## src/irq_status_pkg.sv

```systemverilog
// package for the interrupt status block: offsets, bit positions, reset values, counts
// assumes a 32-bit classic wishbone slave port on a 40 MHz clock
package irq_status_pkg;

    // register byte addresses
    localparam logic [11:0] INT_STATUS_OFF  = 12'h00c;
    localparam logic [11:0] INT_MASK_OFF    = 12'h018;
    localparam logic [11:0] SRC_CTRL_OFF    = 12'h01c;

    // bit positions in interrupt_status
    localparam int RX_LPI_BIT    = 24;
    localparam int MAC_RTO_BIT   = 23;
    localparam int RX_OVF_BIT    = 22;
    localparam int TX_ERR_BIT    = 21;
    localparam int USB_EVT_BIT   = 20;
    localparam int TX_DIS_BIT    = 19;
    localparam int RX_DIS_BIT    = 18;
    localparam int PHY_EVT_BIT   = 17;
    localparam int DP_DONE_BIT   = 16;
    localparam int MAC_ERR_BIT   = 15;
    localparam int USB_TX_FRAME_WAITING_BIT    = 12;
    localparam int GPIO_COUNT    = 12;

    // bit positions in the control register
    localparam int EEE_EN_BIT    = 0;
    localparam int WDOG_RUN_BIT  = 1;

    // writable-clear bits of interrupt_status (bits 24..15 and 11..0)
    localparam logic [31:0] WC_MASK     = 32'h01ff_8fff;
    localparam logic [31:0] MASK_RESET  = 32'h0000_0000;
    localparam logic [1:0]  CTRL_RESET  = 2'h0;

    // reset watchdog: 8 ms at 40 MHz
    localparam int CLK_HZ        = 40_000_000;
    localparam int WDOG_MS       = 8;
    localparam int WDOG_CYCLES   = (CLK_HZ / 1000) * WDOG_MS;

    // event sources that enter the block
    typedef struct packed {
        logic        rx_lpi_pulse;
        logic        rx_fifo_full;
        logic        rx_fifo_write;
        logic        tx_error;
        logic        usb_event;
        logic        tx_fifo_disabled;
        logic        mac_tx_disabled;
        logic        rx_fifo_disabled;
        logic        mac_rx_disabled;
        logic        phy_event;
        logic        data_port_done;
        logic        mac_error;
        logic        usb_tx_frame_waiting;
        logic        phy_rx_clk_ok;
        logic        phy_tx_clk_ok;
    } src_s;

    typedef enum logic [1:0] {
        WD_IDLE    = 2'b00,
        WD_COUNT   = 2'b01,
        WD_DONE    = 2'b10
    } wdog_e;

endpackage : irq_status_pkg

```

## src/irq_status.sv

```systemverilog
// interrupt status collector, lower bits 24..0, with mask and one interrupt line
// assumes sources are on ref_clk except the gpio pins, which are synchronised here
//
// Operation
// - bit 24 latches receive low power idle pulse
// - bit 24 held zero while eee disabled
// - 8 ms watchdog sets bit 23
// - watchdog expiry releases mac reset immediately
// - bit 22 set on write to full fifo
// - receive data dropped while overflow flagged
// - bit 21 set on transmitter error
// - bit 20 stays while usb events pending
// - bit 19 stays while tx disable indicated
// - bit 18 stays while rx disable indicated
// - bit 17 stays while phy interrupt pending
// - bit 16 latches data port completion pulse
// - bit 15 stays while mac errors pending
// - bit 12 read-only usb frame pending
// - bits 11..0 gpio flags, reset follows pins
// - clearing gpio flag clears its wake event
// - status register at offset 00ch, 32 bits
//
// The register addresses and the Wishbone register port are this design's own decisions.
`timescale 1ns/100ps
`default_nettype none

module irq_status
    import irq_status_pkg::*;
#(
    parameter int WDOG_LEN = WDOG_CYCLES
) (
    input  wire logic                   ref_clk,
    input  wire logic                   rst_b,
    input  wire logic                   wb_cyc_i,
    input  wire logic                   wb_stb_i,
    input  wire logic                   wb_we_i,
    input  wire logic [11:0]            wb_adr_i,
    input  wire logic [3:0]             wb_sel_i,
    input  wire logic [31:0]            wb_dat_i,
    output logic      [31:0]            wb_dat_o,
    output logic                        wb_ack_o,
    input  wire irq_status_pkg::src_s   src,
    input  wire logic [GPIO_COUNT-1:0]  gpio_pin,
    output logic      [GPIO_COUNT-1:0]  gpio_wake_clear,
    output logic                        rx_data_keep,
    output logic                        mac_reset_release,
    output logic                        irq
);
    import irq_status_pkg::*;

    logic [31:0]            status_q;
    logic [31:0]            status_d;
    logic [31:0]            mask_q;
    logic [1:0]             ctrl_q;
    logic                   wb_ack_q;
    logic [31:0]            rdata_q;
    logic [GPIO_COUNT-1:0]  gp_s1_q;
    logic [GPIO_COUNT-1:0]  gp_s2_q;
    logic [GPIO_COUNT-1:0]  gp_s3_q;
    logic [GPIO_COUNT-1:0]  gp_lvl_q;
    logic [GPIO_COUNT-1:0]  wake_clr_q;
    logic                   seed_q;
    logic [31:0]            wdog_cnt_q;
    wdog_e                  wd_state_q;
    logic                   wd_expire;
    logic                   mac_rel_q;
    logic                   access;
    logic                   wr_status;
    logic [31:0]            wmask;
    logic [31:0]            clr;
    logic [31:0]            set;
    logic                   overflow_evt;
    logic                   eee_en;

    assign access    = wb_cyc_i && wb_stb_i && !wb_ack_q;
    assign wr_status = access && wb_we_i && (wb_adr_i == INT_STATUS_OFF);
    assign eee_en    = ctrl_q[EEE_EN_BIT];
    assign wmask     = {{8{wb_sel_i[3]}}, {8{wb_sel_i[2]}}, {8{wb_sel_i[1]}}, {8{wb_sel_i[0]}}};
    assign clr       = wr_status ? (wb_dat_i & wmask & WC_MASK) : 32'h0000_0000;

    // gpio pins come from outside: three stages, change taken when stages two and three agree
    always_ff @(posedge ref_clk) begin
        gp_s1_q <= gpio_pin;
        gp_s2_q <= gp_s1_q;
        gp_s3_q <= gp_s2_q;
    end

    genvar g;
    generate
        for (g = 0; g < GPIO_COUNT; g++) begin : gpio_filt
            always_ff @(posedge ref_clk) begin
                if (gp_s2_q[g] == gp_s3_q[g]) begin
                    gp_lvl_q[g] <= gp_s3_q[g];
                end
            end
        end
    endgenerate

    // reset value of gpio flags follows the pin, caught after reset release
    always_ff @(posedge ref_clk) begin
        if (!rst_b) begin
            seed_q <= 1'b1;
        end else if (gp_s2_q == gp_s3_q) begin
            seed_q <= 1'b0;
        end
    end

    assign overflow_evt = src.rx_fifo_write && src.rx_fifo_full;

    always_comb begin
        set = 32'h0000_0000;
        set[RX_LPI_BIT]  = src.rx_lpi_pulse;
        set[MAC_RTO_BIT] = wd_expire;
        set[RX_OVF_BIT]  = overflow_evt;
        set[TX_ERR_BIT]  = src.tx_error;
        set[USB_EVT_BIT] = src.usb_event;
        set[TX_DIS_BIT]  = src.tx_fifo_disabled || src.mac_tx_disabled;
        set[RX_DIS_BIT]  = src.rx_fifo_disabled || src.mac_rx_disabled;
        set[PHY_EVT_BIT] = src.phy_event;
        set[DP_DONE_BIT] = src.data_port_done;
        set[MAC_ERR_BIT] = src.mac_error;
        set[GPIO_COUNT-1:0] = gp_lvl_q;
    end

    // set wins over clear so an event in the clearing cycle survives
    always_comb begin
        status_d = ((status_q & ~clr) | set) & WC_MASK;
        if (!eee_en) begin
            status_d[RX_LPI_BIT] = 1'b0;
        end
    end

    always_ff @(posedge ref_clk) begin
        if (!rst_b) begin
            status_q <= 32'h0000_0000;
        end else if (seed_q) begin
            status_q <= {20'h00000, gp_s3_q};
        end else begin
            status_q <= status_d;
        end
    end

    // a cleared gpio flag also clears the matching wake event
    always_ff @(posedge ref_clk) begin
        if (!rst_b) begin
            wake_clr_q <= '0;
        end else begin
            wake_clr_q <= clr[GPIO_COUNT-1:0];
        end
    end
    assign gpio_wake_clear = wake_clr_q;

    // overflow flag blocks storage until software clears it
    assign rx_data_keep = !status_q[RX_OVF_BIT] && !overflow_evt;

    // reset watchdog: counts once software sets the run bit, while clocks are missing
    always_ff @(posedge ref_clk) begin
        if (!rst_b) begin
            wd_state_q <= WD_IDLE;
            wdog_cnt_q <= 32'h0000_0000;
            mac_rel_q  <= 1'b0;
        end else begin
            case (wd_state_q)
                WD_IDLE: begin
                    mac_rel_q  <= 1'b0;
                    wdog_cnt_q <= 32'h0000_0000;
                    if (ctrl_q[WDOG_RUN_BIT]) begin
                        wd_state_q <= WD_COUNT;
                    end
                end
                WD_COUNT: begin
                    if (src.phy_rx_clk_ok && src.phy_tx_clk_ok) begin
                        mac_rel_q  <= 1'b1;
                        wd_state_q <= WD_DONE;
                    end else if (wd_expire) begin
                        mac_rel_q  <= 1'b1;
                        wd_state_q <= WD_DONE;
                    end else begin
                        wdog_cnt_q <= wdog_cnt_q + 32'h0000_0001;
                    end
                end
                WD_DONE: begin
                    mac_rel_q <= 1'b1;
                    if (!ctrl_q[WDOG_RUN_BIT]) begin
                        wd_state_q <= WD_IDLE;
                    end
                end
                default: wd_state_q <= WD_IDLE;
            endcase
        end
    end
    assign wd_expire = (wd_state_q == WD_COUNT) && !(src.phy_rx_clk_ok && src.phy_tx_clk_ok)
                       && (wdog_cnt_q == 32'(WDOG_LEN - 1));
    // release is combinational on expiry so the mac needs no phy clock edge
    assign mac_reset_release = mac_rel_q || wd_expire;

    // mask and control registers
    always_ff @(posedge ref_clk) begin
        if (!rst_b) begin
            mask_q <= MASK_RESET;
            ctrl_q <= CTRL_RESET;
        end else if (access && wb_we_i) begin
            for (int b = 0; b < 4; b++) begin
                if (wb_sel_i[b] && wb_adr_i == INT_MASK_OFF) begin
                    mask_q[b*8 +: 8] <= wb_dat_i[b*8 +: 8] & WC_MASK[b*8 +: 8];
                end
            end
            if (wb_sel_i[0] && wb_adr_i == SRC_CTRL_OFF) begin
                ctrl_q <= wb_dat_i[1:0];
            end
        end
    end

    // one-cycle ack, read data registered; unmapped reads return zero
    always_ff @(posedge ref_clk) begin
        if (!rst_b) begin
            wb_ack_q <= 1'b0;
            rdata_q  <= 32'h0000_0000;
        end else begin
            wb_ack_q <= access;
            if (access && !wb_we_i) begin
                case (wb_adr_i)
                    INT_STATUS_OFF: begin
                        rdata_q <= status_q;
                        rdata_q[USB_TX_FRAME_WAITING_BIT] <= src.usb_tx_frame_waiting;
                    end
                    INT_MASK_OFF: rdata_q <= mask_q;
                    SRC_CTRL_OFF: rdata_q <= {30'h0, ctrl_q};
                    default:      rdata_q <= 32'h0000_0000;
                endcase
            end
        end
    end
    assign wb_ack_o = wb_ack_q;
    assign wb_dat_o = rdata_q;

    assign irq = |(status_q & mask_q);

    // checks
    lpi_gate_a: assert property (@(posedge ref_clk) disable iff (!rst_b)
        !eee_en |=> !status_q[RX_LPI_BIT])
        else $error("lpi flag set while eee disabled");
    lpi_set_a: assert property (@(posedge ref_clk) disable iff (!rst_b)
        (src.rx_lpi_pulse && eee_en && !seed_q) |=> status_q[RX_LPI_BIT])
        else $error("lpi pulse not latched");
    wdog_flag_a: assert property (@(posedge ref_clk) disable iff (!rst_b)
        wd_expire && !seed_q |=> status_q[MAC_RTO_BIT] && mac_rel_q)
        else $error("watchdog expiry not flagged");
    wdog_rel_a: assert property (@(posedge ref_clk) disable iff (!rst_b)
        wd_expire |-> mac_reset_release)
        else $error("mac reset not released on expiry");
    ovf_drop_a: assert property (@(posedge ref_clk) disable iff (!rst_b)
        status_q[RX_OVF_BIT] |-> !rx_data_keep)
        else $error("data kept during overflow");
    ovf_set_a: assert property (@(posedge ref_clk) disable iff (!rst_b)
        overflow_evt && !seed_q |=> status_q[RX_OVF_BIT])
        else $error("overflow not flagged");
    level_hold_a: assert property (@(posedge ref_clk) disable iff (!rst_b)
        (src.mac_error && !seed_q) |=> status_q[MAC_ERR_BIT])
        else $error("level source lost on clear");
    txdis_a: assert property (@(posedge ref_clk) disable iff (!rst_b)
        (src.mac_tx_disabled && !seed_q) |=> status_q[TX_DIS_BIT])
        else $error("tx disabled flag missing");
    wake_clr_a: assert property (@(posedge ref_clk) disable iff (!rst_b)
        (wr_status && wb_dat_i[0] && wb_sel_i[0]) |=> gpio_wake_clear[0])
        else $error("wake clear not issued");
    irq_a: assert property (@(posedge ref_clk) disable iff (!rst_b)
        (|(status_q & mask_q)) |-> irq)
        else $error("irq not raised");

    // source capture, one edge after the source is seen
    dp_set_a: assert property (@(posedge ref_clk) disable iff (!rst_b)
        (src.data_port_done && !seed_q) |=> status_q[DP_DONE_BIT])
        else $error("data port flag not set");
    rxdis_fifo_a: assert property (@(posedge ref_clk) disable iff (!rst_b)
        (src.rx_fifo_disabled && !seed_q) |=> status_q[RX_DIS_BIT])
        else $error("rx fifo disabled flag missing");
    rxdis_mac_a: assert property (@(posedge ref_clk) disable iff (!rst_b)
        (src.mac_rx_disabled && !seed_q) |=> status_q[RX_DIS_BIT])
        else $error("mac rx disabled flag missing");
    txdis_fifo_a: assert property (@(posedge ref_clk) disable iff (!rst_b)
        (src.tx_fifo_disabled && !seed_q) |=> status_q[TX_DIS_BIT])
        else $error("tx fifo disabled flag missing");
    txerr_set_a: assert property (@(posedge ref_clk) disable iff (!rst_b)
        (src.tx_error && !seed_q) |=> status_q[TX_ERR_BIT])
        else $error("transmit error flag missing");
    usb_set_a: assert property (@(posedge ref_clk) disable iff (!rst_b)
        (src.usb_event && !seed_q) |=> status_q[USB_EVT_BIT])
        else $error("usb event flag missing");
    usb_persist_a: assert property (@(posedge ref_clk) disable iff (!rst_b)
        (status_q[USB_EVT_BIT] && src.usb_event && !seed_q) |=> status_q[USB_EVT_BIT])
        else $error("usb flag lost while event pending");
    phy_set_a: assert property (@(posedge ref_clk) disable iff (!rst_b)
        (src.phy_event && !seed_q) |=> status_q[PHY_EVT_BIT])
        else $error("phy event flag missing");
    err_sticky_a: assert property (@(posedge ref_clk) disable iff (!rst_b)
        (status_q[MAC_ERR_BIT] && !clr[MAC_ERR_BIT] && !seed_q) |=> status_q[MAC_ERR_BIT])
        else $error("mac error flag lost without clear");
    gpio_set_a: assert property (@(posedge ref_clk) disable iff (!rst_b)
        !seed_q |=> ((status_q[GPIO_COUNT-1:0] & $past(gp_lvl_q)) == $past(gp_lvl_q)))
        else $error("gpio level not flagged");
    gpio_seed_a: assert property (@(posedge ref_clk) disable iff (!rst_b)
        (seed_q && gp_s2_q == gp_s3_q) |=> status_q[GPIO_COUNT-1:0] == $past(gp_s3_q))
        else $error("gpio reset value not taken from pins");

    // sticky flags hold until a one is written, and set wins a clash
    pulse_hold_a: assert property (@(posedge ref_clk) disable iff (!rst_b)
        (status_q[DP_DONE_BIT] && !clr[DP_DONE_BIT] && !seed_q) |=> status_q[DP_DONE_BIT])
        else $error("data port flag lost without clear");
    lpi_hold_a: assert property (@(posedge ref_clk) disable iff (!rst_b)
        (status_q[RX_LPI_BIT] && eee_en && !clr[RX_LPI_BIT] && !seed_q)
        |=> status_q[RX_LPI_BIT])
        else $error("lpi flag lost without clear");
    ovf_hold_a: assert property (@(posedge ref_clk) disable iff (!rst_b)
        (status_q[RX_OVF_BIT] && !clr[RX_OVF_BIT] && !seed_q) |=> status_q[RX_OVF_BIT])
        else $error("overflow flag lost without clear");
    rto_hold_a: assert property (@(posedge ref_clk) disable iff (!rst_b)
        (status_q[MAC_RTO_BIT] && !clr[MAC_RTO_BIT] && !seed_q) |=> status_q[MAC_RTO_BIT])
        else $error("timeout flag lost without clear");
    rto_only_a: assert property (@(posedge ref_clk) disable iff (!rst_b)
        (!wd_expire && !status_q[MAC_RTO_BIT] && !seed_q) |=> !status_q[MAC_RTO_BIT])
        else $error("timeout flag set without expiry");
    wc_clear_a: assert property (@(posedge ref_clk) disable iff (!rst_b)
        (wr_status && wb_sel_i[2] && wb_dat_i[DP_DONE_BIT] && !src.data_port_done && !seed_q)
        |=> !status_q[DP_DONE_BIT])
        else $error("write one did not clear");
    wz_keep_a: assert property (@(posedge ref_clk) disable iff (!rst_b)
        (wr_status && !wb_dat_i[DP_DONE_BIT] && status_q[DP_DONE_BIT] && !seed_q)
        |=> status_q[DP_DONE_BIT])
        else $error("write zero cleared a flag");
    set_wins_a: assert property (@(posedge ref_clk) disable iff (!rst_b)
        (wr_status && wb_sel_i[2] && wb_dat_i[DP_DONE_BIT] && src.data_port_done && !seed_q)
        |=> status_q[DP_DONE_BIT])
        else $error("event lost in clearing cycle");
    lvl_reassert_a: assert property (@(posedge ref_clk) disable iff (!rst_b)
        (src.phy_event && clr[PHY_EVT_BIT] && !seed_q) |=> status_q[PHY_EVT_BIT])
        else $error("level flag cleared while source active");
    rsvd_zero_a: assert property (@(posedge ref_clk) disable iff (!rst_b)
        (status_q & ~WC_MASK) == 32'h0000_0000)
        else $error("reserved status bit stored");
    ro_bit_a: assert property (@(posedge ref_clk) disable iff (!rst_b)
        !status_q[USB_TX_FRAME_WAITING_BIT])
        else $error("read-only bit stored");

    // overflow gate in both directions
    ovf_evt_drop_a: assert property (@(posedge ref_clk) disable iff (!rst_b)
        overflow_evt |-> !rx_data_keep)
        else $error("data kept on overflow event");
    keep_a: assert property (@(posedge ref_clk) disable iff (!rst_b)
        (!status_q[RX_OVF_BIT] && !overflow_evt) |-> rx_data_keep)
        else $error("data dropped without overflow");

    // watchdog and mac reset release
    wdog_arm_a: assert property (@(posedge ref_clk) disable iff (!rst_b)
        (wd_state_q == WD_IDLE && ctrl_q[WDOG_RUN_BIT])
        |=> (wd_state_q == WD_COUNT && wdog_cnt_q == 32'h0000_0000))
        else $error("watchdog did not arm");
    wdog_len_a: assert property (@(posedge ref_clk) disable iff (!rst_b)
        (wd_state_q == WD_COUNT && wdog_cnt_q < 32'(WDOG_LEN - 1)) |-> !wd_expire)
        else $error("watchdog expired early");
    rel_hold_a: assert property (@(posedge ref_clk) disable iff (!rst_b)
        (wd_state_q == WD_DONE) |-> mac_reset_release)
        else $error("mac reset release dropped");
    idle_rel_a: assert property (@(posedge ref_clk) disable iff (!rst_b)
        (wd_state_q == WD_IDLE && !mac_rel_q) |-> !mac_reset_release)
        else $error("mac reset released while idle");
    clk_rel_a: assert property (@(posedge ref_clk) disable iff (!rst_b)
        (wd_state_q == WD_COUNT && src.phy_rx_clk_ok && src.phy_tx_clk_ok) |=> mac_rel_q)
        else $error("mac reset not released on clocks");

    // wake clear pulses only follow a status write
    wake_only_a: assert property (@(posedge ref_clk) disable iff (!rst_b)
        !wr_status |=> gpio_wake_clear == '0)
        else $error("wake clear without write");
    wake_bits_a: assert property (@(posedge ref_clk) disable iff (!rst_b)
        (wr_status && wb_sel_i[0] && wb_sel_i[1])
        |=> gpio_wake_clear == $past(wb_dat_i[GPIO_COUNT-1:0]))
        else $error("wake clear bits wrong");

    // bus side of the status register
    ack_resp_a: assert property (@(posedge ref_clk) disable iff (!rst_b)
        access |=> wb_ack_o)
        else $error("access not acknowledged");
    ack_pulse_a: assert property (@(posedge ref_clk) disable iff (!rst_b)
        wb_ack_o |=> !wb_ack_o)
        else $error("ack longer than one cycle");
    rd_status_a: assert property (@(posedge ref_clk) disable iff (!rst_b)
        (access && !wb_we_i && wb_adr_i == INT_STATUS_OFF)
        |=> (wb_dat_o & WC_MASK) == ($past(status_q) & WC_MASK))
        else $error("status read data wrong");
    rd_rsvd_a: assert property (@(posedge ref_clk) disable iff (!rst_b)
        (access && !wb_we_i && wb_adr_i == INT_STATUS_OFF)
        |=> (wb_dat_o[31:25] == 7'h00 && wb_dat_o[14:13] == 2'h0))
        else $error("reserved bits read nonzero");
    usb_rd_a: assert property (@(posedge ref_clk) disable iff (!rst_b)
        (access && !wb_we_i && wb_adr_i == INT_STATUS_OFF)
        |=> wb_dat_o[USB_TX_FRAME_WAITING_BIT] == $past(src.usb_tx_frame_waiting))
        else $error("frame waiting bit read wrong");

endmodule : irq_status

`default_nettype wire

```

## config.mk

```make
export PLATFORM = sky130hd
export DESIGN_NAME = irq_status
export DESIGN_NICKNAME = d
export VERILOG_FILES = /design/src/irq_status_pkg.sv /design/src/irq_status.sv
export SDC_FILE = /design/constraint.sdc
export NUM_CORES = 1
export LEC_CHECK = 0
export BUFFER_PORTS_ARGS = -buffer_cell sky130_fd_sc_hd__clkbuf_2
export CORE_MARGIN = 10
export CORE_UTILIZATION = 49
export CTS_CLUSTER_DIAMETER = 50
export DETAILED_ROUTE_END_ITERATION = 12
export PLACE_DENSITY = 0.73
export SETUP_SLACK_MARGIN = 0.3
export SYNTH_ARGS = -nofsm -noshare
export SYNTH_HDL_FRONTEND = slang
export SYNTH_SLANG_ARGS = --single-unit
```

## constraint.sdc

```tcl
create_clock -name ref_clk -period 1.7 [get_ports ref_clk]
set_input_delay 0.34 -clock ref_clk [delete_from_list [all_inputs] [get_ports ref_clk]]
set_output_delay 0.34 -clock ref_clk [all_outputs]
set_load 0.01 [all_outputs]
```

=== After elaboration in Yosys (flattened, before gate mapping) ===
Index checks and enable logic that the tools add are counted.

* Register bits after elaboration: 175
* Output and inout bits: 48
* Logic and storage cells: 113

* Add/subtract/negate cells: 1
* Equality and inequality tests: 24
* Muxes and demuxes: 14
* Bitwise gates (word level): 7
* Reductions and logical operators: 37

{| class="wikitable"
|+ Operators by type and width
! kind !! number
|-
| bitwise AND 25 bit || 3
|-
| one-hot mux 25 bit (3 select lines) || 1
|-
| 2-to-1 mux 32 bit || 2
|-
| one-hot mux 32 bit (2 select lines) || 1
|-
| adder 32 x 1 -> 32 bit, second input constant || 1
|-
| == test 32 x 19 -> 1 bit, second input constant || 1
|-
| OR reduction 32 bit || 1
|-
| 2-to-1 mux 25 bit || 1
|-
| NOT 25 bit || 1
|-
| OR 25 bit || 1
|-
| == test 12 x 5 -> 1 bit, second input constant || 2
|-
| logical AND 1 bit || 15
|-
| == test 1 bit || 12
|-
| == test 12 bit || 1
|-
| == test 12 x 4 -> 1 bit, second input constant || 1
|-
| 2-to-1 mux 12 bit || 1
|-
| AND reduction 2 bit || 6
|-
| 2-to-1 mux 2 bit || 4
|-
| != test 2 bit, second input constant || 4
|-
| one-hot mux 2 bit (3 select lines) || 1
|-
| AND reduction 3 bit || 2
|-
| zero test 1 bit || 5
|-
| logical OR 1 bit || 3
|-
| != test 3 bit, second input constant || 1
|-
| 10 further kinds || 12
|}

=== Depth between registers and ports, before layout ===
Gate-level depths: netlist (run 1).

* Depth in word-level cells: 9
* Mapped depth: 8
* Mapped depth without buffers: 7

=== Worst setup path after synthesis (run 1) ===
OpenSTA, ideal clock, no wires.

* Path type: flip-flop to flip-flop
* Start: register wd_state_q[1]
* End: register wdog_cnt_q[25]
* Setup time: 0.116 ns
* Arrival time: 1.702 ns
* Required time: 1.584 ns
* Setup slack: -0.118 ns
* Stages on the path, launching flop included: 8
* Path buffers: 0
* Period minus slack after synthesis: 1.818 ns
* Cell sequence: dfxtp_1 > inv_1 > ha_1 > a21boi_2 > nand3_1 > nor3_1 > a21oi_1 > a31o_2

* Cells in the longest elaborated chain, start to end: 5
* Elaborated cells between the ends (all ways): 9

{| class="wikitable"
|+ Ends and longest elaborated chain
! item !! line !! text
|-
| start, declared || irq_status.sv:64 || <nowiki>wdog_e wd_state_q;</nowiki>
|-
| start signal, assigned || irq_status.sv:159 || <nowiki>wd_state_q <= WD_IDLE;</nowiki>
|-
| start signal, assigned || irq_status.sv:168 || <nowiki>wd_state_q <= WD_COUNT;</nowiki>
|-
| start signal, assigned || irq_status.sv:174 || <nowiki>wd_state_q <= WD_DONE;</nowiki>
|-
| == test 2 x 1 -> 1 bit || irq_status.sv:163, irq_status.sv:192 ||
|-
| logical AND 1 bit || irq_status.sv:192 || <nowiki>assign wd_expire = (wd_state_q == WD_COUNT) && !(src.phy_rx_clk_ok && src.phy_tx_clk_ok)</nowiki>
|-
| logical AND 1 bit || irq_status.sv:193 || <nowiki>&& (wdog_cnt_q == 32'(WDOG_LEN - 1));</nowiki>
|-
| != test 2 bit (no line) || -- ||
|-
| AND reduction 3 bit (no line) || -- ||
|-
| end signal, assigned || irq_status.sv:179 || <nowiki>wdog_cnt_q <= wdog_cnt_q + 32'h0000_0001;</nowiki>
|-
| end, declared || irq_status.sv:63 || <nowiki>logic [31:0] wdog_cnt_q;</nowiki>
|}

Parallel ways exist; a longest one is shown, timed or not.
A chain may end at the register's enable or synchronous reset.

=== Final worst setup path (run 1) ===
* Start: register status_q[6]
* End: output irq

* Cells in the longest elaborated chain, start to end: 2

{| class="wikitable"
|+ Ends and longest elaborated chain
! item !! line !! text
|-
| start, declared || irq_status.sv:51 || <nowiki>logic [31:0] status_q;</nowiki>
|-
| start signal, assigned || irq_status.sv:137 || <nowiki>status_q <= {20'h00000, gp_s3_q};</nowiki>
|-
| start signal, assigned || irq_status.sv:139 || <nowiki>status_q <= status_d;</nowiki>
|-
| bitwise AND 25 bit || irq_status.sv:237 || <nowiki>assign irq = |(status_q & mask_q);</nowiki>
|-
| OR reduction 32 bit || irq_status.sv:237 ||
|-
| end, declared || irq_status.sv:47 || <nowiki>output logic irq</nowiki>
|}

No other way between the ends.

==> impl_results.md, run 1 <==
* Cell accounting for the most synthesized area: dfxtp_1
* Max-slew headroom at 0.4533
* Hold depth at 1
* R2R depth at 12
* Initial antenna violation count at 0
* Slowest Stage Delay on Critical Path at around 360 ps
* Post-synth top cells: dfxtp_1 (154), nand2_1 (89), nor2_1 (65), a21oi_1 (55), o21ai_0 (40)
* IO buf count at 108
* Synthesized area at about 0.0065 mm2
* Worst-Margin Slew at between 800 and 900 ps
* Max H-tree Level at 4
* Clock Path Buffers at 2
* Initial Util at 0.5082
* Net switching power at 2.877 mW
* Crit Path Max Fanout at 2
* Max_cap viols at 0
* Final period utilization at 1.430
* Internal power at roughly 7.3 mW
* RSZ-0062 raised after global routing: yes
* GRT overflow at 0
* CTS sink cnt at 166
* Syn. warnings at 0
* Worst path slowest cell: dfxtp_1
* Netlist cell types at 60
* Vias in the first global route at 7064
* Skew-Pair Late Insertion Delay at between 400 and 500 ps
* TritonCTS clock tree: yes
* Violated checks: negative setup slack
* Final Hold Viols at 0
* Placer Congestion at 0.9328
* CP Class: reg -> out
* Sequential area share after synthesis at 0.5305
* Core area at approximately 0.013 mm2
* FFs w/ async S/R, synth at 0
* Max Transition Viols Final at 0
* Yosys top cell area share at 0.4749
* Global-route wire length before repair at 38.84 mm
* Required time of the critical path at 1360 ps
* Power density cells at ~930 mW/mm2
* Synth Flop Type: dfxtp_1
* Flop pwr share at 0.410
* Critical-path cell list: a22o_1, a221oi_2, nand3_1, nor2_2, nand4_1, clkbuf_2
* WL final at between 30 and 40 mm
* Fraction of layout cells with a size suffix above 1 at 0.5484
* Crit path buf inv count at 1
* Die Area at roughly 0.018 mm2
* Fin Clk Skew at about 10 ps
* Final HPWL DP at 13.59 mm
* Synth top area cells: dfxtp_1 (47%), edfxtp_1 (5.6%), nand2_1 (5.1%)
* Family with the most delay on the worst path: simple AND/OR/NAND/NOR gates
* Final net count at approximately 1000
* # placed instances at roughly 1000
* Min cycle time layout at approximately 2400 ps
* Leading cell type by number of instances after synthesis: dfxtp_1
* Synth Instances at 694
* Cell Count, Final, Fillers Out at 1144
* Peak VDD IR at around 1 mV
* Worst-path clk slew at about 70 ps
* ANT cells at 0
* Cell leakage power at roughly 4.8 nW
* Final WS setup at -731.8 ps
* #FFs+latches synth at 166
* Critical Path Stages at 6
* Final Util at 0.8544
* DR pass1 iterations at 5
* IO Pins at 128
* WP data arrival at around 2100 ps
* Element type at the critical path end: output pin
* Vias at around 7400
* Layout area overhead at 68.14%
* Total GRT Usage at 0.2697
* Die height at roughly 140 um
* Number of CTS-inserted buffers at 17
* Final setup fails at a little under 90
* Reg2reg setup slack at -670 ps
* DRC viols at 0
* Post-Syn Area per Cell at a little over 9 um2
* Crit start category: flop
* Sw Share at 0.2824
* DR vias/cell at about 6.5
* Largest net degree at the start of global routing at 23
* Die width at roughly 140 um
* Fmax at slightly above 400 MHz
* Initial detailed-routing violation count at around 950
* Logic pwr share at 0.176
* WL/cell at 26.87 um
* Number of synthesized flops with an enable pin at 12
* Clock power frac at 0.415
* Status: finished with violations
* Tightest Hold Check Type: in -> reg
* Rows at 41
* Antenna-violating nets left at 0
* CTS root buf: clkbuf_16
* Power consumption at ~10 mW
## flip-flops by register name, summed over array words and instances (netlist names)
name and cells:
wdog_cnt_q 32, wb_dat_o 23, mask_q 22, status_q 22, gp_lvl_q 12, gp_s1_q 12
gp_s2_q 12, gp_s3_q 12, gpio_wake_clear 12, ctrl_q 2, wd_state_q 2, mac_rel_q 1
seed_q 1, wb_ack_o 1
## layout by cell type (no fill, tap or decap), types with 16 or more instances in the layout
master / synthesis / layout
a21oi_2: 0 / 35
xnor2_1: 26 / 25
clkbuf_16: 0 / 18
buf_4: 11 / 71
a21oi_1: 55 / 20
o21ai_1: 0 / 16
nand2_1: 89 / 33
dfxtp_1: 154 / 137
inv_1: 24 / 23
nor2_1: 65 / 53
nand2_4: 0 / 21
nand2_2: 0 / 34
buf_6: 1 / 60
clkbuf_2: 0 / 104
a22oi_1: 27 / 19
## routing by layer
metal	GRT usage	vias to the layer above	wire length [um]
met5	0	-	0
met4	0.1830	0	2698
met3	0.07789	234	3620
met2	0.4295	746	13740
met1	0.3071	3464	10680
li1	-	2991	-
## area by class of cell
cell class / count / area [um2]
timing repair buffer: 278 / 2487
clock inverter: 13 / 180.2
fill: 514 / 1859
sequential: 166 / 3470
tap: 172 / 215.2
clock buffer: 19 / 454.2
inverter: 24 / 90.09
multi-input combinational: 472 / 4018
## final timing paths
path,startpoint,to
setup / recovery,status_q[6],irq
hold / removal,gpio_pin[0],gp_s1_q[0]
setup reg to reg,wdog_cnt_q[10],wdog_cnt_q[1]
hold reg to reg,gp_s1_q[5],gp_s2_q[5]
## logic make-up (layout without fill, tap and decap cells)
| group | count (synthesis) | after routing | synth area share |
|---|---|---|---|
| AO/OA/AOI/OAI | 156 | 156 | 0.1498 |
| adder cells (fa/ha/maj) | 5 | 5 | 0.009638 |
| flip-flops | 166 | 166 | 0.5305 |
| multiplexers | 8 | 8 | 0.01234 |
| other | 1 | 9 | 0.0005777 |
| XOR/XNOR | 27 | 27 | 0.03643 |
| buffers and inverters | 64 | 334 | 0.04491 |
| AND/OR/NAND/NOR | 267 | 267 | 0.2159 |
## what timing repair did
action	4_1_cts	5_1_grt
hold endpoints to repair	11	0
cloned	11	0
endpoints found under the setup margin	110	120
pin swaps	112	56
setup buffers	38	23
hold buffers	11	0
gates resized for setup	193	137
## power by group through the flow
stage | registers (mW) | clock network, mW | logic [mW]
2_1_floorplan | 4.21 | 0 | 0.592
3_3_place_gp | 4.22 | 0 | 0.962
3_5_place_dp | 4.23 | 0 | 0.992
4_1_cts | 4.15 | 4.15 | 1.30
5_1_grt | 4.18 | 4.38 | 1.84
6_report | 4.17 | 4.22 | 1.79
## metrics by stage
step	setup slack, ps	cell area [um2]	hold WS, ps	setup TNS, ps
2_1_floorplan	-6.593	6885	309.6	-35.48
3_3_place_gp	-259.3	8123	310.1	-6526
3_5_place_dp	-324.8	8123	312.1	-11770
4_1_cts	-574.8	10170	1.818	-8035
5_1_grt	-727.9	10910	-5.206	-20550
6_report	-731.8	10910	4.011	-17030
Power figures use the tool's default switching activity.
==> run 2, diff against run 1 <==
--- a/config.mk
+++ b/config.mk
@@ -10,7 +10,8 @@
 export CORE_UTILIZATION = 49
 export CTS_CLUSTER_DIAMETER = 50
 export DETAILED_ROUTE_END_ITERATION = 12
-export PLACE_DENSITY = 0.73
+export GPL_TIMING_DRIVEN = 0
+export PLACE_DENSITY = 0.75
 export SETUP_SLACK_MARGIN = 0.3
 export SYNTH_ARGS = -nofsm -noshare
 export SYNTH_HDL_FRONTEND = slang
==> run 2 against run 1 <==
The flow finishes with violations (negative hold slack, negative setup slack). Maximum frequency is 2.9% higher. Sequential share of layout area increased by 1.4 points. Core utilization is 2.9 points lower. Combinational power shrank 13%. Register-to-register slack better by 110 ps. Flip-flop and latch count unchanged. Sequential power about the same. Non-clock buffer count shrank 30. Clock power decreased by 7.8%. Die area is the same. First-iteration DRC count rose by 21%. Final cell count is 2.6% lower.
==> impl_results.md, run 2 (synthesized netlist as in run 1, its figures left out) <==
* WHS Endpoint: gp_s1_q[3] (was gp_s1_q[0])
* Total GRT Usage at 0.2438 (was 0.2697)
* Largest net degree at the start of global routing at 19 (was 23)
* Vias in the first global route at 6802 (was 7064)
* Rows at 41 (unchanged)
* Final setup fails at 39 (was 87)
* R2R Path Start: wdog_cnt_q[0] (was wdog_cnt_q[10])
* DR vias/cell at 6.480 (was 6.499)
* Die height at 135.1 um (unchanged)
* Clock Path Buffers at 2 (unchanged)
* IO Pins at 128 (unchanged)
* Reg2reg setup slack at -560 ps (was -670 ps)
* TritonCTS clock tree: yes (unchanged)
* Crit Path Max Fanout at 2 (unchanged)
* DRC viols at 0 (unchanged)
* Fin Setup TNS at -10960 ps (was -17030 ps)
* Logic pwr share at 0.162 (was 0.176)
* Initial detailed-routing violation count at 1158 (was 954)
* # placed instances at 980 (was 1029)
* Post-DP Area at 0.007631 mm2 (was 0.008123 mm2)
* Min cycle time layout at 2363 ps (was 2432 ps)
* Final net count at 1014 (was 1044)
* Cell leakage power at 4.644 nW (was 4.766 nW)
* Hold Crit Start: gpio_pin[3] (was gpio_pin[0])
* Crit start category: flop (unchanged)
* Net switching power at 2.951 mW (was 2.877 mW)
* Tightest Hold Check Type: in -> reg (unchanged)
* ANT cells at 0 (unchanged)
* Max-slew headroom at 0.5292 (was 0.4533)
* Violated checks: negative hold slack, negative setup slack (was negative setup slack)
* Global-route wire length before repair at 35.42 mm (was 38.84 mm)
* WP data arrival at 2020 ps (was 2090 ps)
* Die width at 135.1 um (unchanged)
* Clock power frac at 0.404 (was 0.415)
* Status: finished with violations (unchanged)
* Worst-Margin Slew at 698.8 ps (was 811.5 ps)
* Max H-tree Level at 4 (unchanged)
* Flop pwr share at 0.434 (was 0.410)
* Design Area, Final at 0.01054 mm2 (was 0.01091 mm2)
* Final Util at 0.8251 (was 0.8544)
* Placer Congestion at 0.8973 (was 0.9328)
* Final period utilization at 1.390 (was 1.430)
* FF-to-FF End: status_q[23] (was wdog_cnt_q[1])
* Final WS setup at -662.6 ps (was -731.8 ps)
* CP Class: reg -> out (unchanged)
* Hold_ws at -9.320 ps (was 4.011 ps)
* Commonest non-fill, non-tap cells in the layout: dfxtp_1 (128), clkbuf_2 (107), nor2_1 (55), buf_6 (48), buf_4 (44) (was dfxtp_1 (137), clkbuf_2 (104), buf_4 (71), buf_6 (60), nor2_1 (53))
* Power density cells at 911.8 mW/mm2 (was 933.4 mW/mm2)
* Vias at 7219 (was 7435)
* Fmax at 423.3 MHz (was 411.2 MHz)
* Peak VDD IR at 0.9060 mV (was 0.9883 mV)
* Skew-Pair Late Insertion Delay at 460 ps (was 440 ps)
* IO buf count at 106 (was 108)
* Element type at the critical path end: output pin (unchanged)
* Initial antenna violation count at 1 (was 0)
* Max_cap viols at 0 (unchanged)
* Required time of the critical path at 1360 ps (about the same)
* Worst-path clk slew at 80 ps (was 70 ps)
* Critical-path cell list: ha_4, and4_4, nand3_4, nor4_4, nand2_1, nand2b_1, buf_2 (was a22o_1, a221oi_2, nand3_1, nor2_2, nand4_1, clkbuf_2)
* Cell Count, Final, Fillers Out at 1114 (was 1144)
* Family with the most delay on the worst path: simple AND/OR/NAND/NOR gates (unchanged)
* Max Transition Viols Final at 0 (unchanged)
* Fraction of layout cells with a size suffix above 1 at 0.5340 (was 0.5484)
* CTS root buf: clkbuf_16 (unchanged)
* Power consumption at 9.609 mW (was 10.19 mW)
* Place WS at -475.1 ps (was -324.8 ps)
* Slowest Stage Delay on Critical Path at 370 ps (was 360 ps)
* WL/cell at 25.68 um (was 26.87 um)
* Internal power at 6.658 mW (was 7.310 mW)
* Fin Clk Skew at 10.35 ps (was 10.49 ps)
* Antenna-violating nets left at 0 (unchanged)
* Final Hold Viols at 1 (was 0)
* Max FFs per register at 32 (unchanged)
* Hold depth at 1 (unchanged)
* Most common cell after layout, fill and taps aside: dfxtp_1 (unchanged)
* Number of CTS-inserted buffers at 17 (unchanged)
* RSZ-0062 raised after global routing: yes (unchanged)
* CTS sink cnt at 166 (unchanged)
* WL final at 28.61 mm (was 30.74 mm)
* Core area at 0.01277 mm2 (unchanged)
* Worst path slowest cell: dfxtp_4 (was dfxtp_1)
* Fill count at 567 (was 514)
* Sw Share at 0.3071 (was 0.2824)
* Final HPWL DP at 13.30 mm (was 13.59 mm)
* Layout area overhead at 62.36% (was 68.14%)
* Crit path buf inv count at 1 (unchanged)
* GRT overflow at 0 (unchanged)
* Biggest register: wdog_cnt_q (unchanged)
* DR pass1 iterations at 6 (was 5)
* R2R depth at 13 (was 12)
* Initial Util at 0.5082 (unchanged)
* Die Area at 0.01825 mm2 (unchanged)
==> run 2: cell count changes in the layout (fill, tap and decap cells not counted), sizes merged <==
| cell | before | now |
|---|---|---|
| buf | 163 | 115 |
| clkbuf | 123 | 140 |
| clkinv | 1 | 5 |
| bufinv | 3 | 0 |
| clkinvlp | 2 | 1 |
| inv | 31 | 32 |
==> run 2: layout make-up <==
cell class	count	area (um2)	share of cell area
multi-input cells	472	4071	0.3863
inverters	24	90.09	0.008548
plain buffers	40	411.6	0.03906
repair buffers	208	1667	0.1581
clock buffers	18	429.2	0.04072
well taps	172	215.2	0.02042
clock inverters	14	158.9	0.01508
flip-flops and latches	166	3496	0.3317
==> run 2: routing by layer <==
metal	GRT usage	vias to the layer above	part of all wire
met2	0.4037	695	0.45
met5	0	-	0.00038
li1	-	2936	-
met3	0.07975	225	0.13
met4	0.1423	2	0.076
met1	0.2679	3361	0.34
==> run 2: power by group through the flow <==
stage	logic (mW)	registers, mW	clock network [mW]
finish	1.55	4.17	3.89
global route	1.59	4.18	4.03
CTS	1.24	4.15	3.79
detailed placement	0.888	4.25	0
global placement	0.859	4.23	0
floorplan	0.592	4.21	0
==> run 2: worst max-delay path by stage <==
stage / from / endpoint / slack, ps / cells after the start
6_report: wdog_cnt_q[0] / mac_reset_release / -660 / 7
5_1_grt: wdog_cnt_q[0] / mac_reset_release / -700 / 7
4_1_cts: wdog_cnt_q[0] / mac_reset_release / -520 / 7
3_5_place_dp: wdog_cnt_q[10] / mac_reset_release / -480 / 6
3_3_place_gp: wb_adr_i[7] / mask_q[15] / -460 / 6
2_1_floorplan: wb_adr_i[5] / gpio_wake_clear[10] / -7 / 6
==> run 2: worst reg2reg max path, delay by kind of cell (launching register included) <==
kind                     cells  cell delay, ps
AND/OR/NAND/NOR              4             780
buffers and inverters        7             780
flip-flops                   1             370
adder cells (fa/ha/maj)      1             150
AO/OA/AOI/OAI                1             110
==> run 2: repair_timing <==
| action | CTS | global route |
|---|---|---|
| pin swaps | 91 | 69 |
| resized for setup | 200 | 173 |
| cloned | 9 | 2 |
| endpoints found under the setup margin | 121 | 119 |
| buffers inserted | 54 | 26 |
| hold endpoints to repair | 11 | 0 |
| hold buffers | 11 | 0 |
==> run 3, diff against run 2 <==
--- a/config.mk
+++ b/config.mk
@@ -11,7 +11,8 @@
 export CTS_CLUSTER_DIAMETER = 50
 export DETAILED_ROUTE_END_ITERATION = 12
 export GPL_TIMING_DRIVEN = 0
-export PLACE_DENSITY = 0.75
+export PLACE_DENSITY = 0.72
+export REMOVE_ABC_BUFFERS = 1
 export SETUP_SLACK_MARGIN = 0.3
 export SYNTH_ARGS = -nofsm -noshare
 export SYNTH_HDL_FRONTEND = slang
==> constraint.sdc (replaced) <==
create_clock -name ref_clk -period 2.7 [get_ports ref_clk]
set_input_delay 0.54 -clock ref_clk [delete_from_list [all_inputs] [get_ports ref_clk]]
set_output_delay 0.54 -clock ref_clk [all_outputs]
set_load 0.01 [all_outputs]
==> run 3 against run 2 <==
The flow now finishes without violations. Die area did not move. Final cell count fell by 11%. Clock skew rose by 2.2 ps. Power fell by 41%. Hold slack improved by 210 ps. Core utilization fell by 20 points.
==> impl_results.md, run 3 (synthesized netlist as in run 1, its figures left out) <==
* CTS root buf: clkbuf_16 (unchanged)
* Die width at 135.1 um (unchanged)
* Layout area overhead at 23.48% (was 62.36%)
* DRC viols at 0 (unchanged)
* Rows at 41 (unchanged)
* Flop pwr share at 0.462 (was 0.434)
* Wire length on met1 at 7.119 mm (was 9.705 mm)
* Commonest non-fill, non-tap cells in the layout: dfxtp_1 (143), clkbuf_2 (107), nand2_1 (89), nor2_1 (63), a21oi_1 (55) (was dfxtp_1 (128), clkbuf_2 (107), nor2_1 (55), buf_6 (48), buf_4 (44))
* Number of CTS-inserted buffers at 17 (unchanged)
* Biggest register: wdog_cnt_q (unchanged)
* Vias at 5622 (was 7219)
* # hold bufs at CTS at 0 (was 11)
* Max_cap viols at 0 (unchanged)
* Skew-Pair Late Insertion Delay at 430 ps (was 460 ps)
* Place WS at -652.2 ps (was -475.1 ps)
* Cell leakage power at 3.171 nW (was 4.644 nW)
* Required time of the critical path at 3050 ps (was 1360 ps)
* WP data arrival at 2840 ps (was 2020 ps)
* Final WS setup at 215.2 ps (was -662.6 ps)
* Max FFs per register at 32 (unchanged)
* Peak VDD IR at 0.6066 mV (was 0.9060 mV)
* Cell Count, Final, Fillers Out at 995 (was 1114)
* Die Area at 0.01825 mm2 (unchanged)
* Min cycle time layout at approximately 2500 ps
* FF-to-FF End: status_q[23] (unchanged)
* Clock Path Buffers at 2 (unchanged)
* WL/cell at 17.94 um (was 25.68 um)
* Routed length on met3 at 1.219 mm (was 3.736 mm)
* Worst Setup EP: status_q[23] (was mac_reset_release)
* Initial antenna violation count at 0 (was 1)
* Largest net degree at the start of global routing at 49 (was 19)
* GRT overflow at 0 (unchanged)
* Fin Setup TNS at 0 ps (was -10960 ps)
* Logic pwr share at 0.084 (was 0.162)
* Status: completed (was finished with violations)
* Total GRT Usage at 0.1923 (was 0.2438)
* Internal power at 4.259 mW (was 6.658 mW)
* WL final at 17.85 mm (was 28.61 mm)
* Fill count at 1055 (was 567)
* R2R depth at 13 (unchanged)
* Crit Path Max Fanout at 4 (was 2)
* Element type at the critical path end: flop (was output pin)
* Max H-tree Level at 4 (unchanged)
* Max-slew headroom at 0.2632 (was 0.5292)
* TritonCTS clock tree: yes (unchanged)
* Post-DP Area at 0.007103 mm2 (was 0.007631 mm2)
* Clock power frac at 0.454 (was 0.404)
* Final period utilization at 0.9203
* Most common cell after layout, fill and taps aside: dfxtp_1 (unchanged)
* Antenna-violating nets left at 0 (unchanged)
* Global-route wire length before repair at 28.20 mm (was 35.42 mm)
* Fin Clk Skew at 12.52 ps (was 10.35 ps)
* Vias in the first global route at 5781 (was 6802)
* Net switching power at 1.386 mW (was 2.951 mW)
* Initial detailed-routing violation count at 592 (was 1158)
* Final Util at 0.6275 (was 0.8251)
* # placed instances at 944 (was 980)
* DR pass1 iterations at 5 (was 6)
* Placer Congestion at 0.8370 (was 0.8973)
* ANT cells at 0 (unchanged)
* Design Area, Final at 0.008015 mm2 (was 0.01054 mm2)
* Final setup fails at 0 (was 39)
* Worst-path clk slew at 70 ps (was 80 ps)
* Core area at 0.01277 mm2 (unchanged)
* Sequential cell area at 0.003467 mm2 (was 0.003496 mm2)
* IO buf count at 108 (was 106)
* CTS sink cnt at 166 (unchanged)
* Power density cells at 704.2 mW/mm2 (was 911.8 mW/mm2)
* Worst-Margin Slew at 1104 ps (was 698.8 ps)
* Final Hold Viols at 0 (was 1)
* Final net count at 895 (was 1014)
* Fraction of layout cells with a size suffix above 1 at 0.2479 (was 0.5340)
* Die height at 135.1 um (unchanged)
* DR vias/cell at 5.650 (was 6.480)
* Max Transition Viols Final at 0 (unchanged)
* Reg2reg setup slack at 220 ps (was -560 ps)
* Sw Share at 0.2455 (was 0.3071)
* R2R Path Start: wdog_cnt_q[23] (was wdog_cnt_q[0])
* Critical path origin: wdog_cnt_q[23] (was wdog_cnt_q[0])
* Final HPWL DP at 12.06 mm (was 13.30 mm)
* IO Pins at 128 (unchanged)
* CP Class: reg -> reg (was reg -> out)
* Initial Util at 0.5082 (unchanged)
* Tightest Hold Check Type: in -> reg (unchanged)
* Multi-input gate area at 0.002912 mm2 (was 0.004071 mm2)
* RSZ-0062 raised after global routing: yes (unchanged)
* Fmax at 402.5 MHz
* WL met2 at 9.039 mm (was 13.00 mm)
* Top sig layer: met4 (was met5)
* Crit start category: flop (unchanged)
==> run 3: changes by cell type in the layout (fill, tap and decap cells not counted), moves of 15 or more <==
| cell | previous run | this run |
|---|---|---|
| o21ai_1 | 24 | 1 |
| buf_4 | 44 | 18 |
| nand2_4 | 30 | 0 |
| o21ai_0 | 9 | 39 |
| nand2_1 | 31 | 89 |
| buf_6 | 48 | 2 |
| a22oi_1 | 9 | 27 |
| a21oi_2 | 29 | 0 |
| a22oi_2 | 18 | 0 |
| dfxtp_1 | 128 | 143 |
| nand2_2 | 24 | 0 |
| a21oi_1 | 25 | 55 |
==> run 3: worst min-delay path by stage <==
stage	to	slack (ps)	cells past startpoint	from
finish	gp_s1_q[3]	200	1	gpio_pin[3]
floorplan	gp_s2_q[0]	310	0	gp_s1_q[0]
global route	gp_s1_q[8]	200	1	gpio_pin[8]
global placement	gp_s2_q[5]	310	0	gp_s1_q[5]
detailed placement	gp_s2_q[7]	310	0	gp_s1_q[7]
CTS	gp_s1_q[3]	200	1	gpio_pin[3]
==> run 3: metrics by stage <==
| step | total power, mW | hold WS [ps] |
|---|---|---|
| final | 5.645 | 203.8 |
| after global routing | 5.834 | 197.1 |
| after CTS | 5.656 | 195.0 |
| after detailed placement | 3.117 | 312.1 |
| after global placement | 3.089 | 309.6 |
| after floorplan | 2.930 | 309.6 |
==> run 3: cell type report <==
type	count	share of cell area
tap	172	0.02685
timing repair buffer	128	0.08711
sequential	166	0.4326
clock inverter	12	0.02061
multi-input combinational	473	0.3633
clock buffer	20	0.05838
inverter	24	0.01124
==> run 3: power by group through the flow <==
stage | logic [mW] | clock network, mW | registers [mW]
after floorplan | 0.283 | 0 | 2.65
after global routing | 0.521 | 2.70 | 2.62
after detailed placement | 0.453 | 0 | 2.66
after global placement | 0.431 | 0 | 2.66
after CTS | 0.461 | 2.59 | 2.61
final | 0.473 | 2.56 | 2.61
==> run 3: what timing repair did <==
action | in CTS | in global routing
endpoints found under the setup margin | 38 | 35
setup buffers | 16 | 2
resized for setup | 21 | 16
cloned | 1 | 0
pin swaps | 6 | 6
==> run 3: worst max-delay path, stage by stage (launching register included) <==
cell,delay (ps)
dfxtp_1,370
nor4_2,290
nand4_1,190
nor4_2,310
nand2_1,110
buf_4,160
buf_4,130
buf_4,120
buf_4,120
buf_4,120
buf_4,120
buf_4,120
buf_4,130
a21boi_0,140
==> run 3: per-layer routing <==
| metal | vias to the layer above | global-route usage |
|---|---|---|
| li1 | 2690 | - |
| met1 | 2676 | 0.2158 |
| met2 | 217 | 0.3269 |
| met3 | 39 | 0.05601 |
| met4 | 0 | 0.09211 |
| met5 | - | 0 |
